--- config.mk ---
export PLATFORM = sky130hd
export DESIGN_NAME = fdr_flash_ctrl
export DESIGN_NICKNAME = d
export VERILOG_FILES = /design/src/pkg/fdr_pkg.sv /design/src/pkg/fdr_reg_if.sv /design/src/fdr_flash_ctrl.sv /design/src/fdr_i2c_slave.sv /design/src/fdr_tick_div.sv
export VERILOG_INCLUDE_DIRS = /design/src /design/src/pkg
export SDC_FILE = /design/constraint.sdc
export NUM_CORES = 1
export LEC_CHECK = 0
export BUFFER_PORTS_ARGS = -buffer_cell sky130_fd_sc_hd__buf_4
export CELL_PAD_IN_SITES_DETAIL_PLACEMENT = 0
export CELL_PAD_IN_SITES_GLOBAL_PLACEMENT = 2
export CORE_MARGIN = 4
export CORE_UTILIZATION = 40
export CTS_BUF_LIST = sky130_fd_sc_hd__clkbuf_8
export DETAILED_ROUTE_END_ITERATION = 10
export PLACE_DENSITY = 0.87
export REMOVE_ABC_BUFFERS = 1
export SYNTH_ARGS = -nofsm -noshare
export SYNTH_HDL_FRONTEND = slang
export SYNTH_SLANG_ARGS = --single-unit
--- constraint.sdc ---
create_clock -name CLK -period 11.9 [get_ports CLK]
set_clock_uncertainty 0.1 [all_clocks]
set_input_delay 1.19 -clock CLK [delete_from_list [all_inputs] [get_ports CLK]]
set_output_delay 1.19 -clock CLK [all_outputs]
set_load 0.02 [all_outputs]
--- src/pkg/fdr_defines.svh ---
// Offsets, field positions, reset values and timing counts of the flash driver control block.
// Included by the src design files and the host model; holds definitions only.
`ifndef FDR_DEFINES_SVH
`define FDR_DEFINES_SVH

// Register offsets on the serial port
`define FDR_OFS_GP        8'h10
`define FDR_OFS_CC        8'ha0
`define FDR_OFS_OPT       8'hb0
`define FDR_OFS_SH        8'hc0
`define FDR_OFS_SL        8'hd0

// Power-on values
`define FDR_RST_GP        8'h00
`define FDR_RST_CC        8'hf8
`define FDR_RST_OPT       8'h80
`define FDR_RST_SH        8'hf9
`define FDR_RST_SL        8'hc6

// General purpose register fields
`define FDR_GP_TORCH      0
`define FDR_GP_CHARGE     1
`define FDR_GP_FLASH      2
`define FDR_GP_CM_LO      3
`define FDR_GP_CM_HI      4
`define FDR_GP_GATE       5
`define FDR_GP_SENSE_EN   6
`define FDR_GP_INDICATOR  7

// Current control fields (lowest bit of each 3-bit field)
`define FDR_CC_TORCH_LO   0
`define FDR_CC_FLASH_LO   4

// Options register fields
`define FDR_OPT_FD_LO     0
`define FDR_OPT_OH_LO     4
`define FDR_OPT_STROBE    7

// Sense-low fixed upper bits
`define FDR_SL_FIXED      2'h3

// Level encodings
`define FDR_TORCH_BASE_MA 8'h3c
`define FDR_TORCH_STEP_MA 8'h14
`define FDR_FB_BASE_MV    8'h1e
`define FDR_FB_STEP_MV    8'h0a
`define FDR_OH_BASE_MV    10'h12c
`define FDR_OH_STEP_MV    10'h064
`define FDR_SENSE_FS_MV   16'h03e8
`define FDR_SENSE_DIV     16'h003f

// Timing: flash timeout counts in 16 ms units; code 4'hf means 512 ms
`define FDR_TICK_MS       32'h10
`define FDR_CLK_KHZ       32'h3d090
`define FDR_TICK_CYCLES   (`FDR_TICK_MS * `FDR_CLK_KHZ)
`define FDR_FD_LONG_CODE  4'hf
`define FDR_FD_LONG_UNITS 6'h20

// Serial port address
`define FDR_I2C_ADDR      7'h53

`endif

--- src/pkg/fdr_pkg.sv ---
// Types shared by the flash driver control block.
// No dependencies.
package fdr_pkg;

  typedef enum logic [2:0] {
    FDR_MODE_OFF       = 3'b000,
    FDR_MODE_TORCH     = 3'b001,
    FDR_MODE_CHARGE    = 3'b010,
    FDR_MODE_CHG_TORCH = 3'b011,
    FDR_MODE_FLASH     = 3'b100
  } fdr_mode_e;

  typedef enum logic {
    FDR_FL_IDLE = 1'b0,
    FDR_FL_ON   = 1'b1
  } fdr_flash_e;

  typedef enum logic [2:0] {
    FDR_I2C_IDLE = 3'b000,
    FDR_I2C_RX   = 3'b001,
    FDR_I2C_ACK  = 3'b010,
    FDR_I2C_TX   = 3'b011,
    FDR_I2C_RACK = 3'b100
  } fdr_i2c_e;

endpackage

--- src/pkg/fdr_reg_if.sv ---
// Register access path between the serial slave and the register bank.
// Write strobe is one clock wide; read data is combinational from the address.
`timescale 1ns/1ns
interface fdr_reg_if;
  logic       wr;
  logic [7:0] addr;
  logic [7:0] wdata;
  logic [7:0] rdata;

  modport master (output wr, output addr, output wdata, input rdata);
  modport bank   (input wr, input addr, input wdata, output rdata);
endinterface

--- src/fdr_flash_ctrl.sv ---
// Control and configuration register bank of a super-capacitor flash LED driver,
// with mode decode and the flash strobe, gate, sense and timeout sequencing.
// Assumes a serial host on SCL/SDA and analog comparators and charger outside.
`timescale 1ns/1ns
`include "fdr_defines.svh"

// Function
// - Flash bit wins; else charge and torch bits select off, torch, charge or both.
// - Charge-mode field picks optimal, 4.5 V, 5.0 V or 5.3 V target.
// - With flash gate clear, no flash starts before end of charge.
// - With flash gate set, a flash may start before end of charge.
// - Sense enable bit turns ambient or thermal sensing off or on.
// - Indicator enable bit switches the indicator current source.
// - Torch code maps to 60 mA plus 20 mA per step.
// - Flash code maps to 30 mV feedback plus 10 mV per step.
// - Options: strobe sensitivity bit 7, overhead bits 6:4, duration bits 3:0.
// - Strobe sensitivity 0 means edge, 1 means level.
// - Timeout is 16 ms times code plus one; top code gives 512 ms.
// - Overhead code maps to 300 mV plus 100 mV per step.
// - Sense-low reads ones in bits 7:6, threshold in bits 5:0.
// - Each trip level is one volt times code over 63.
// - General purpose holds mode bits 2:0, charge mode 4:3, gate 5.
// - Sensing on and above low threshold cuts flash to 70 percent.
// - Sensing on and above high threshold blocks a flash start.
module fdr_flash_ctrl
  import fdr_pkg::*;
#(
  parameter int         TICK_CYCLES = `FDR_TICK_CYCLES,
  parameter logic [6:0] DEV_ADDR    = `FDR_I2C_ADDR
) (
  input  wire logic       CLK,
  input  wire logic       RST_N,
  input  wire logic       SCL,
  input  wire logic       SDA_IN,
  output logic            SDA_OUT,
  output logic            SDA_OE_N,
  input  wire logic       STROBE,
  input  wire logic       EOC,
  input  wire logic       SENSE_ABOVE_LOW,
  input  wire logic       SENSE_ABOVE_HIGH,
  output logic [2:0]      MODE,
  output logic            FLASH_ON,
  output logic            FLASH_REDUCED,
  output logic            TORCH_ON,
  output logic            CHARGE_ON,
  output logic            INDICATOR_ON,
  output logic            SENSE_ENABLE,
  output logic            STROBE_LEVEL,
  output logic [1:0]      CHARGE_TARGET,
  output logic [7:0]      TORCH_MA,
  output logic [7:0]      FLASH_FB_MV,
  output logic [9:0]      OVERHEAD_MV,
  output logic [7:0]      CURRENT_CTRL,
  output logic [9:0]      SENSE_HIGH_MV,
  output logic [9:0]      SENSE_LOW_MV
);

  fdr_reg_if rb ();

  //////////////////////////////////////////////////////////////////////////////
  // Serial port and timebase

  logic tick;
  logic fl_start;

  fdr_i2c_slave #(.DEV_ADDR(DEV_ADDR)) u_i2c (
    .clk      (CLK),
    .rst_n    (RST_N),
    .scl      (SCL),
    .sda      (SDA_IN),
    .sda_oe_n (SDA_OE_N),
    .rb       (rb)
  );

  // Restart aligns the first 16 ms unit with the flash start
  fdr_tick_div #(.CYCLES(TICK_CYCLES)) u_tick (
    .clk     (CLK),
    .rst_n   (RST_N),
    .restart (fl_start),
    .tick    (tick)
  );

  //////////////////////////////////////////////////////////////////////////////
  // Register bank

  logic [7:0] gp;
  logic [7:0] cc;
  logic [7:0] opt;
  logic [7:0] sh;
  logic [5:0] sl;

  wire wr_gp  = rb.wr && (rb.addr == `FDR_OFS_GP);
  wire wr_cc  = rb.wr && (rb.addr == `FDR_OFS_CC);
  wire wr_opt = rb.wr && (rb.addr == `FDR_OFS_OPT);
  wire wr_sh  = rb.wr && (rb.addr == `FDR_OFS_SH);
  wire wr_sl  = rb.wr && (rb.addr == `FDR_OFS_SL);

  assign rb.rdata = (rb.addr == `FDR_OFS_GP)  ? gp  :
                    (rb.addr == `FDR_OFS_CC)  ? cc  :
                    (rb.addr == `FDR_OFS_OPT) ? opt :
                    (rb.addr == `FDR_OFS_SH)  ? sh  :
                    (rb.addr == `FDR_OFS_SL)  ? {`FDR_SL_FIXED, sl} : 8'h00;

  wire       b_torch          = gp[`FDR_GP_TORCH];
  wire       b_charge         = gp[`FDR_GP_CHARGE];
  wire       b_flash          = gp[`FDR_GP_FLASH];
  wire [1:0] cmode            = gp[`FDR_GP_CM_HI:`FDR_GP_CM_LO];
  wire       flash_gate       = gp[`FDR_GP_GATE];
  wire       sense_en         = gp[`FDR_GP_SENSE_EN];
  wire       indicator_enable = gp[`FDR_GP_INDICATOR];

  wire       strobe_sensitivity = opt[`FDR_OPT_STROBE];
  wire [2:0] oh                 = opt[`FDR_OPT_OH_LO +: 3];
  wire [3:0] fd                 = opt[`FDR_OPT_FD_LO +: 4];

  wire [2:0] tcode = cc[`FDR_CC_TORCH_LO +: 3];
  wire [2:0] fcode = cc[`FDR_CC_FLASH_LO +: 3];

  //////////////////////////////////////////////////////////////////////////////
  // Flash sequencing

  fdr_flash_e fl_state;
  logic       strobe_q;
  logic [5:0] units;

  wire strobe_rise = STROBE && !strobe_q;
  wire trig        = strobe_sensitivity ? STROBE : strobe_rise;
  wire sense_hot   = sense_en && SENSE_ABOVE_HIGH;
  wire charge_ok   = flash_gate || EOC;
  assign fl_start  = (fl_state == FDR_FL_IDLE) && b_flash && trig && charge_ok && !sense_hot;

  // timeout length in 16 ms units
  wire [5:0] limit   = (fd == `FDR_FD_LONG_CODE) ? `FDR_FD_LONG_UNITS : {2'h0, fd} + 6'h01;
  wire       expire  = (fl_state == FDR_FL_ON) && tick && (units == limit - 6'h01);
  // level mode ends when strobe drops
  wire       lvl_end = (fl_state == FDR_FL_ON) && strobe_sensitivity && !STROBE;
  wire       fl_stop = expire || lvl_end || ((fl_state == FDR_FL_ON) && !b_flash);

  fdr_flash_e next_fl_state;
  assign next_fl_state = fl_start ? FDR_FL_ON : (fl_stop ? FDR_FL_IDLE : fl_state);

  always_ff @(posedge CLK or negedge RST_N) begin
    if (!RST_N) begin
      fl_state <= FDR_FL_IDLE;
      strobe_q <= 1'b0;
      units    <= 6'h00;
    end else begin
      fl_state <= next_fl_state;
      strobe_q <= STROBE;
      units    <= fl_start ? 6'h00 : (tick ? units + 6'h01 : units);
    end
  end

  // timeout clears the flash bit; a host write that cycle wins
  always_ff @(posedge CLK or negedge RST_N) begin
    if (!RST_N) begin
      gp  <= `FDR_RST_GP;
      cc  <= `FDR_RST_CC;
      opt <= `FDR_RST_OPT;
      sh  <= `FDR_RST_SH;
      sl  <= 6'(`FDR_RST_SL);
    end else begin
      if (wr_gp) begin
        gp <= rb.wdata;
      end else if (expire) begin
        gp[`FDR_GP_FLASH] <= 1'b0;
      end
      if (wr_cc)  cc  <= rb.wdata;
      if (wr_opt) opt <= rb.wdata;
      if (wr_sh)  sh  <= rb.wdata;
      if (wr_sl)  sl  <= rb.wdata[5:0];
    end
  end

  //////////////////////////////////////////////////////////////////////////////
  // Decode and registered outputs

  fdr_mode_e mode;
  assign mode = b_flash ? FDR_MODE_FLASH : fdr_mode_e'({1'b0, b_charge, b_torch});

  function automatic logic [9:0] trip_mv(input logic [5:0] n);
    logic [15:0] p;
    p = ({10'h000, n} * `FDR_SENSE_FS_MV) / `FDR_SENSE_DIV;
    return p[9:0];
  endfunction

  always_ff @(posedge CLK or negedge RST_N) begin
    if (!RST_N) begin
      MODE <= FDR_MODE_OFF;
      FLASH_ON <= 1'b0;
      FLASH_REDUCED <= 1'b0;
      TORCH_ON <= 1'b0;
      CHARGE_ON <= 1'b0;
      INDICATOR_ON <= 1'b0;
      SENSE_ENABLE <= 1'b0;
      STROBE_LEVEL <= 1'b0;
      CHARGE_TARGET <= 2'h0;
      TORCH_MA <= 8'h00;
      FLASH_FB_MV <= 8'h00;
      OVERHEAD_MV <= 10'h000;
      CURRENT_CTRL <= 8'h00;
      SENSE_HIGH_MV <= 10'h000;
      SENSE_LOW_MV <= 10'h000;
      SDA_OUT <= 1'b0;
    end else begin
      MODE <= mode;
      FLASH_ON <= (next_fl_state == FDR_FL_ON);
      TORCH_ON <= (mode == FDR_MODE_TORCH) || (mode == FDR_MODE_CHG_TORCH);
      CHARGE_ON <= (mode == FDR_MODE_CHARGE) || (mode == FDR_MODE_CHG_TORCH);
      FLASH_REDUCED <= sense_en && SENSE_ABOVE_LOW;
      INDICATOR_ON <= indicator_enable;
      SENSE_ENABLE <= sense_en;
      STROBE_LEVEL <= strobe_sensitivity;
      CHARGE_TARGET <= cmode;
      TORCH_MA <= `FDR_TORCH_BASE_MA + {5'h00, tcode} * `FDR_TORCH_STEP_MA;
      FLASH_FB_MV <= `FDR_FB_BASE_MV + {5'h00, fcode} * `FDR_FB_STEP_MV;
      OVERHEAD_MV <= `FDR_OH_BASE_MV + {7'h00, oh} * `FDR_OH_STEP_MV;
      CURRENT_CTRL <= cc;
      SENSE_HIGH_MV <= trip_mv(sh[5:0]);
      SENSE_LOW_MV <= trip_mv(sl);
      SDA_OUT <= 1'b0;
    end
  end
endmodule

--- src/fdr_i2c_slave.sv ---
// Serial register port slave: address byte, register pointer, then data bytes.
// SCL and SDA are taken as synchronous to clk; SDA is open drain.
`timescale 1ns/1ns
`include "fdr_defines.svh"
module fdr_i2c_slave
  import fdr_pkg::*;
#(
  parameter logic [6:0] DEV_ADDR = `FDR_I2C_ADDR
) (
  input  wire logic clk,
  input  wire logic rst_n,
  input  wire logic scl,
  input  wire logic sda,
  output logic      sda_oe_n,
  fdr_reg_if.master rb
);
  fdr_i2c_e   st;
  logic       scl_q;
  logic       sda_q;
  logic       rd;
  logic [3:0] bitcnt;
  logic [1:0] byte_n;
  logic [7:0] shreg;
  logic [7:0] ptr;

  wire scl_rise = scl && !scl_q;
  wire scl_fall = !scl && scl_q;
  wire start    = scl && scl_q && sda_q && !sda;
  wire stop     = scl && scl_q && !sda_q && sda;
  wire addr_hit = (shreg[7:1] == DEV_ADDR);

  assign rb.addr  = ptr;
  assign rb.wdata = shreg;

  always_ff @(posedge clk or negedge rst_n) begin
    if (!rst_n) begin
      st <= FDR_I2C_IDLE;
      scl_q <= 1'b1;
      sda_q <= 1'b1;
      rd <= 1'b0;
      bitcnt <= 4'h0;
      byte_n <= 2'h0;
      shreg <= 8'h00;
      ptr <= 8'h00;
      sda_oe_n <= 1'b1;
      rb.wr <= 1'b0;
    end else begin
      scl_q <= scl;
      sda_q <= sda;
      rb.wr <= 1'b0;
      if (start) begin
        st <= FDR_I2C_RX;
        bitcnt <= 4'h0;
        byte_n <= 2'h0;
        sda_oe_n <= 1'b1;
      end else if (stop) begin
        st <= FDR_I2C_IDLE;
        sda_oe_n <= 1'b1;
      end else begin
        case (st)
          FDR_I2C_RX: begin
            if (scl_rise) begin
              shreg <= {shreg[6:0], sda};
              bitcnt <= bitcnt + 4'h1;
            end else if (scl_fall && bitcnt == 4'h8) begin
              // A foreign address drops out until the next start
              if (byte_n == 2'h0 && !addr_hit) begin
                st <= FDR_I2C_IDLE;
              end else begin
                if (byte_n == 2'h0) begin
                  rd <= shreg[0];
                end else if (byte_n == 2'h1) begin
                  ptr <= shreg;
                end else begin
                  rb.wr <= 1'b1;
                end
                byte_n <= (byte_n == 2'h2) ? 2'h2 : byte_n + 2'h1;
                sda_oe_n <= 1'b0;
                st <= FDR_I2C_ACK;
              end
            end
          end
          FDR_I2C_ACK: begin
            if (scl_fall) begin
              if (rd) begin
                shreg <= rb.rdata;
                sda_oe_n <= rb.rdata[7];
                bitcnt <= 4'h1;
                st <= FDR_I2C_TX;
              end else begin
                sda_oe_n <= 1'b1;
                bitcnt <= 4'h0;
                st <= FDR_I2C_RX;
              end
            end
          end
          FDR_I2C_TX: begin
            if (scl_fall) begin
              if (bitcnt == 4'h8) begin
                sda_oe_n <= 1'b1;
                st <= FDR_I2C_RACK;
              end else begin
                sda_oe_n <= shreg[6];
                shreg <= {shreg[6:0], 1'b0};
                bitcnt <= bitcnt + 4'h1;
              end
            end
          end
          FDR_I2C_RACK: begin
            // Master NACK ends the read; ACK reloads on the next falling edge
            if (scl_rise) begin
              st <= sda ? FDR_I2C_IDLE : FDR_I2C_ACK;
            end
          end
          default: begin
            st <= FDR_I2C_IDLE;
            sda_oe_n <= 1'b1;
          end
        endcase
      end
    end
  end
endmodule

--- src/fdr_tick_div.sv ---
// Divider producing a one-cycle pulse every CYCLES clocks.
// Restart realigns the period to the start of a flash.
`timescale 1ns/1ns
`include "fdr_defines.svh"
module fdr_tick_div
  import fdr_pkg::*;
#(
  parameter int CYCLES = `FDR_TICK_CYCLES
) (
  input  wire logic clk,
  input  wire logic rst_n,
  input  wire logic restart,
  output logic      tick
);
  localparam int CW = (CYCLES > 1) ? $clog2(CYCLES) : 1;

  logic [CW-1:0] cnt;
  wire           last = (cnt == CW'(CYCLES - 1));

  always_ff @(posedge clk or negedge rst_n) begin
    if (!rst_n) begin
      cnt  <= '0;
      tick <= 1'b0;
    end else begin
      cnt  <= (restart || last) ? '0 : cnt + 1'b1;
      tick <= last && !restart;
    end
  end
endmodule
# Word level (Yosys, flattened, before mapping)
# Index checks and enable logic that the tools add are counted.
# word_totals
ff_bits,164
out_inout_bits,68
wordCells,220
# op_classes
add_sub_neg,9
n_mul,5
div_mod_pow,2
eq_ne,39
mux,66
bitwise_logic,6
reduce_logical,58
# op_table
op,n
$mux 8,10
$div 16x6->16 const B,2
$eq 8x8->1 const B,4
$logic_and 1x1->1,27
$mux 3,9
$mul 6x7->13 const B,2
$mux 4,6
$pmux 8 s3,1
$mux 1,23
$add 22x1->22 const B,1
$eq 22x22->1 const B,1
$mux 22,1
$mux 2,10
$ne 4x1->1 const B,5
$mux 6,3
$reduce_and 6->1,3
$reduce_and 8->1,2
$eq 3x2->1 const B,4
$mul 3x3->6 const B,2
$ne 2x1->1 const B,6
$ne 3x1->1 const B,4
$pmux 3 s4,1
$pmux 4 s3,1
$add 9x10->10 const A,1
30 further kinds,56

# Depth between registers and ports, before layout
# logic_depth
ltp_word,11
ltp_mapped,38
depth_no_buf,33

# Hierarchy
# Synthesis repeated with hierarchy kept, for this count alone.
# hier_totals
hier_cells,1358
area_unflattened_um2,12578.3
# by_module_without_submodules
mod,n_inst,cells_each,area_per_inst_um2,seq_area_each_um2
fdr_flash_ctrl,1,1078,9789.4,2620.0
fdr_i2c_slave,1,161,1657.8,754.5
fdr_tick_div,1,119,1131.1,575.6

# Worst setup path after synthesis
# No wires, ideal clock.
# synth_path
path_kind,register to register
from,register sh[3]
to,register SENSE_HIGH_MV[0]
arrival_time_ps,9285
slack_ps,2391
path_stages_with_launch,37
n_path_buf,3
period_less_slack_ps,9509
cell_sequence,dfstp_2 > fa_1 > inv_1 > fa_1 > fa_1 > inv_1 > ha_1 > a21o_1 > a221oi_4 > mux2i_1 > nor2_1 > buf_2 > maj3_1 > o22a_1 > a31o_2 > a221o_1 > o221ai_2 > or4b_1 > buf_2 > a2111oi_2 > nor3_1 > mux2i_2 > o21bai_1 > nand4_1 > xor2_1 > a21oi_1 > a21oi_1 > ha_1 > nor2b_1 > clkbuf_1 > xnor2_1 > ha_1 > xnor2_1 > a211oi_1 > o21ai_0 > or4_1 > a211o_1
# synth_between
elab_chain_cells,2
# synth_lines
item,line,rtl
start: declaration,fdr_flash_ctrl.sv:89,logic [7:0] sh;
start signal: assignment,fdr_flash_ctrl.sv:160,sh <= `FDR_RST_SH;
start signal: assignment,fdr_flash_ctrl.sv:170,if (wr_sh) sh <= rb.wdata;
$mul 6x7->13 (no line),-,
$div 16x6->16 (no line),-,
end signal: assignment,fdr_flash_ctrl.sv:219,SENSE_HIGH_MV <= trip_mv(sh[5:0]);
end: declaration,fdr_flash_ctrl.sv:54,"output logic [9:0] SENSE_HIGH_MV,"
# Every way passes these cells.
# A chain may end at the register's enable or synchronous reset.

# Final worst setup path
# Same ends and word-level chain as after synthesis.

==> flow_summary.json <==
{
  "syn_area_um2": 12100,
  "p_per_area_nw_per_um2": 73.9,
  "numPlacedInstances": 1764,
  "holdBufCountCts": 0,
  "fin_nets": 1506,
  "post-route-period-util": 0.912,
  "yosys_warnings": 0,
  "clockPowerShare": 0.409,
  "drt_pre_antenna_iters": 5,
  "rsz0062_at_grt": "false",
  "post_cts_resized": 0,
  "cts_setup_buffers": 0,
  "grt_max_degree": 97,
  "numCtsBuffers": 17,
  "p_seq_frac": 0.557,
  "critPathMaxStageDelay_ps": 660,
  "peakVddDrop_uv": 62.5,
  "dp_hpwl_mm": 21.0,
  "port-buffer-count": 69,
  "synth_area_leaders": "dfrtp_1, ha_1, fa_1",
  "internal-power_mw": 0.706,
  "start_kind": "register",
  "boundaryPins": 76,
  "yosys.area.top_type": "dfrtp_1",
  "cts.reportedPaths.clkPinSlew_ps": 100,
  "fin_ws_ps": 1050,
  "endpoint_kind": "register",
  "min-delay-path-class": "reg2reg",
  "max_cap_viol_count": 0,
  "seq_area_frac_synth": 0.327,
  "initial_core_util": 0.406,
  "synth_area_per_cell_um2": 8.98,
  "grt_usage": 0.169,
  "fin_cells": 1796,
  "die_y_um": 182,
  "drtIter0Drc": 562,
  "cts_root_buf": "clkbuf_8",
  "tns_ps": 0,
  "vias": 9927,
  "cp.depth": 33,
  "yosys.area.top_type_share": 0.290,
  "final_core_utilization": 0.448,
  "synthCells": 1345,
  "finalCriticalPeriod_ps": 10850,
  "pwr-share-comb": 0.034,
  "ant_nets": 0,
  "grt.overflow.total": 0,
  "power_leakage_nw": 5.85,
  "area_growth_pct": 10.4,
  "slew_violations": 0,
  "insertion_delay_ps": 460,
  "viasPerCell": 5.53,
  "outcome": "finished, final reports clean",
  "ys_dominant_reg_cell": "dfrtp_1",
  "place_area_um2": 12900,
  "routed_wl_mm": 27.8,
  "cpLargestDelayFamily": "compound AO/OA/AOI/OAI gates",
  "synthArstFlopShare": 1.00,
  "worstPathArrival_ps": 11100,
  "gp_congestion": 0.844,
  "synth-edff-count": 0,
  "layout-drive-gt1-share": 0.137,
  "tightest_slew_ps": 1000,
  "pre_cts_ws_ps": 1210,
  "p_switching_mw": 0.278,
  "fp.dieW_um": 182,
  "clock_path_buffers": 2,
  "row_count": 63,
  "fp.coreArea_um2": 29700,
  "switching_share": 0.283,
  "fp.dieArea_um2": 33000,
  "max_freq_ghz": 0.0921,
  "critPathBufInv": 2,
  "final_cell_area_um2": 13300,
  "ys_types": 94,
  "worstSetupPathType": "reg2reg",
  "reg2reg_depth": 33,
  "cts.htree.levels": 4,
  "antenna_found_initial": 0,
  "synth_seq_cells": 157,
  "grt_pass1_vias": 9506,
  "cp_slowest_cell": "dfstp_2",
  "grt_pass1_wl_mm": 47.7,
  "worstPathRequired_ps": 12150,
  "clock-sinks": 157,
  "hold_path_depth": 0,
  "wire_per_inst_um": 15.5,
  "antenna_cells": 0,
  "hold_viol_final": 0,
  "cp_max_fo": 13,
  "setup_violations": 0,
  "drc": 0,
  "slew-limit-headroom": 0.328,
  "cts_tree": "done"
}
==> per-layer routing <==
layer	track usage	wire length, um
met1	0.241	13500
met2	0.277	13200
met3	0.0272	950
met4	0.0315	270
met5	0	0
==> cell usage in the layout (no fill, tap or decap), types with 7 or more instances in the layout <==
master / instances
buf_4: 76
inv_1: 99
o21ai_0: 75
a21oi_1: 60
nand2_1: 120
nand2b_1: 17
nor3_1: 36
a311oi_1: 11
nor2b_1: 9
or2_2: 9
a22oi_1: 7
or3_1: 11
nor4_1: 7
nor2_1: 110
dfrtp_1: 140
nand3_1: 38
o21bai_1: 7
nand3b_1: 8
o21a_1: 10
a31o_2: 9
dfstp_2: 17
and2_1: 15
fa_1: 26
a21o_1: 20
a31oi_1: 11
and3_1: 17
a211o_1: 8
o2111ai_1: 10
xnor2_1: 49
ha_1: 79
o211ai_1: 16
xor2_1: 32
mux2_2: 23
mux2i_1: 24
clkbuf_8: 17
a211oi_1: 19
nand4_1: 16
==> flip-flops by register name, summed over array words and instances (netlist names), 4 cells and up <==
register        cells
sl                  6
OVERHEAD_MV         8
u_i2c.rb.addr       8
sh                  8
SENSE_LOW_MV       10
u_i2c.rb.wdata      8
gp                  8
TORCH_MA            6
cc                  8
opt                 8
u_i2c.bitcnt        4
u_tick.cnt         22
units               6
SENSE_HIGH_MV      10
FLASH_FB_MV         7
CURRENT_CTRL        8
==> Yosys cell counts (all sizes together) (15+ instances only) <==
master  number
nand4       16
mux2        23
a21oi       60
and3        17
nor2       111
inv        100
nand2      121
clkbuf      39
xnor2       49
dfrtp      140
nand2b      17
o211ai      17
xor2        32
nor3        36
a211oi      19
a21o        21
fa          26
and2        15
o21ai       80
ha          79
dfstp       17
mux2i       25
nand3       38
==> cell type report <==
cell class | instances | area (um2)
Clock buffer | 17 | 234
Inverter | 100 | 375
Tap cell | 390 | 488
Clock inverter | 15 | 163
Sequential cell | 157 | 3950
Multi-Input combinational cell | 1040 | 7540
Timing Repair Buffer | 77 | 582
Fill cell | 2884 | 16400
==> power groups by stage <==
stage / registers (mW) / clock network (mW) / logic [mW]
finish: 0.548 / 0.403 / 0.0336
global route: 0.549 / 0.439 / 0.0391
CTS: 0.548 / 0.418 / 0.0341
detailed placement: 0.558 / 0 / 0.0342
global placement: 0.558 / 0 / 0.0334
floorplan: 0.554 / 0 / 0.0144
==> cells by family after synthesis <==
| logic type | count (synthesis) | synth area share |
|---|---|---|
| adder cells (fa/ha/maj) | 107 | 0.127 |
| AND/OR/NAND/NOR | 445 | 0.182 |
| buffers and inverters | 153 | 0.0507 |
| multiplexers | 48 | 0.0425 |
| other | 1 | 0.000311 |
| flip-flops | 157 | 0.327 |
| XOR/XNOR | 81 | 0.0588 |
| AO/OA/AOI/OAI | 353 | 0.212 |
==> final timing paths <==
kind | slack [ps] | to | start
setup / recovery | 1050 | SENSE_HIGH_MV[0]$_DFF_PN0_ | sh[3]$_DFFE_PN1P_
hold reg to reg | 320 | INDICATOR_ON$_DFF_PN0_ | gp[7]$_DFFE_PN0P_
hold / removal | 320 | INDICATOR_ON$_DFF_PN0_ | gp[7]$_DFFE_PN0P_
max in group asynchronous | 9620 | gp[5]$_DFFE_PN0P_ | RST_N
min in group asynchronous | 680 | SENSE_LOW_MV[8]$_DFF_PN0_ | RST_N
setup reg to reg | 1050 | SENSE_HIGH_MV[0]$_DFF_PN0_ | sh[3]$_DFFE_PN1P_
==> through the flow <==
stage / total power [mW] / hold slack [ps]
2_1_floorplan: 0.569 / 269
3_3_place_gp: 0.591 / 297
3_5_place_dp: 0.592 / 288
4_1_cts: 1.00 / 318
5_1_grt: 1.03 / 327
6_report: 0.985 / 317
Note: power is estimated with default switching activity, not from simulation.
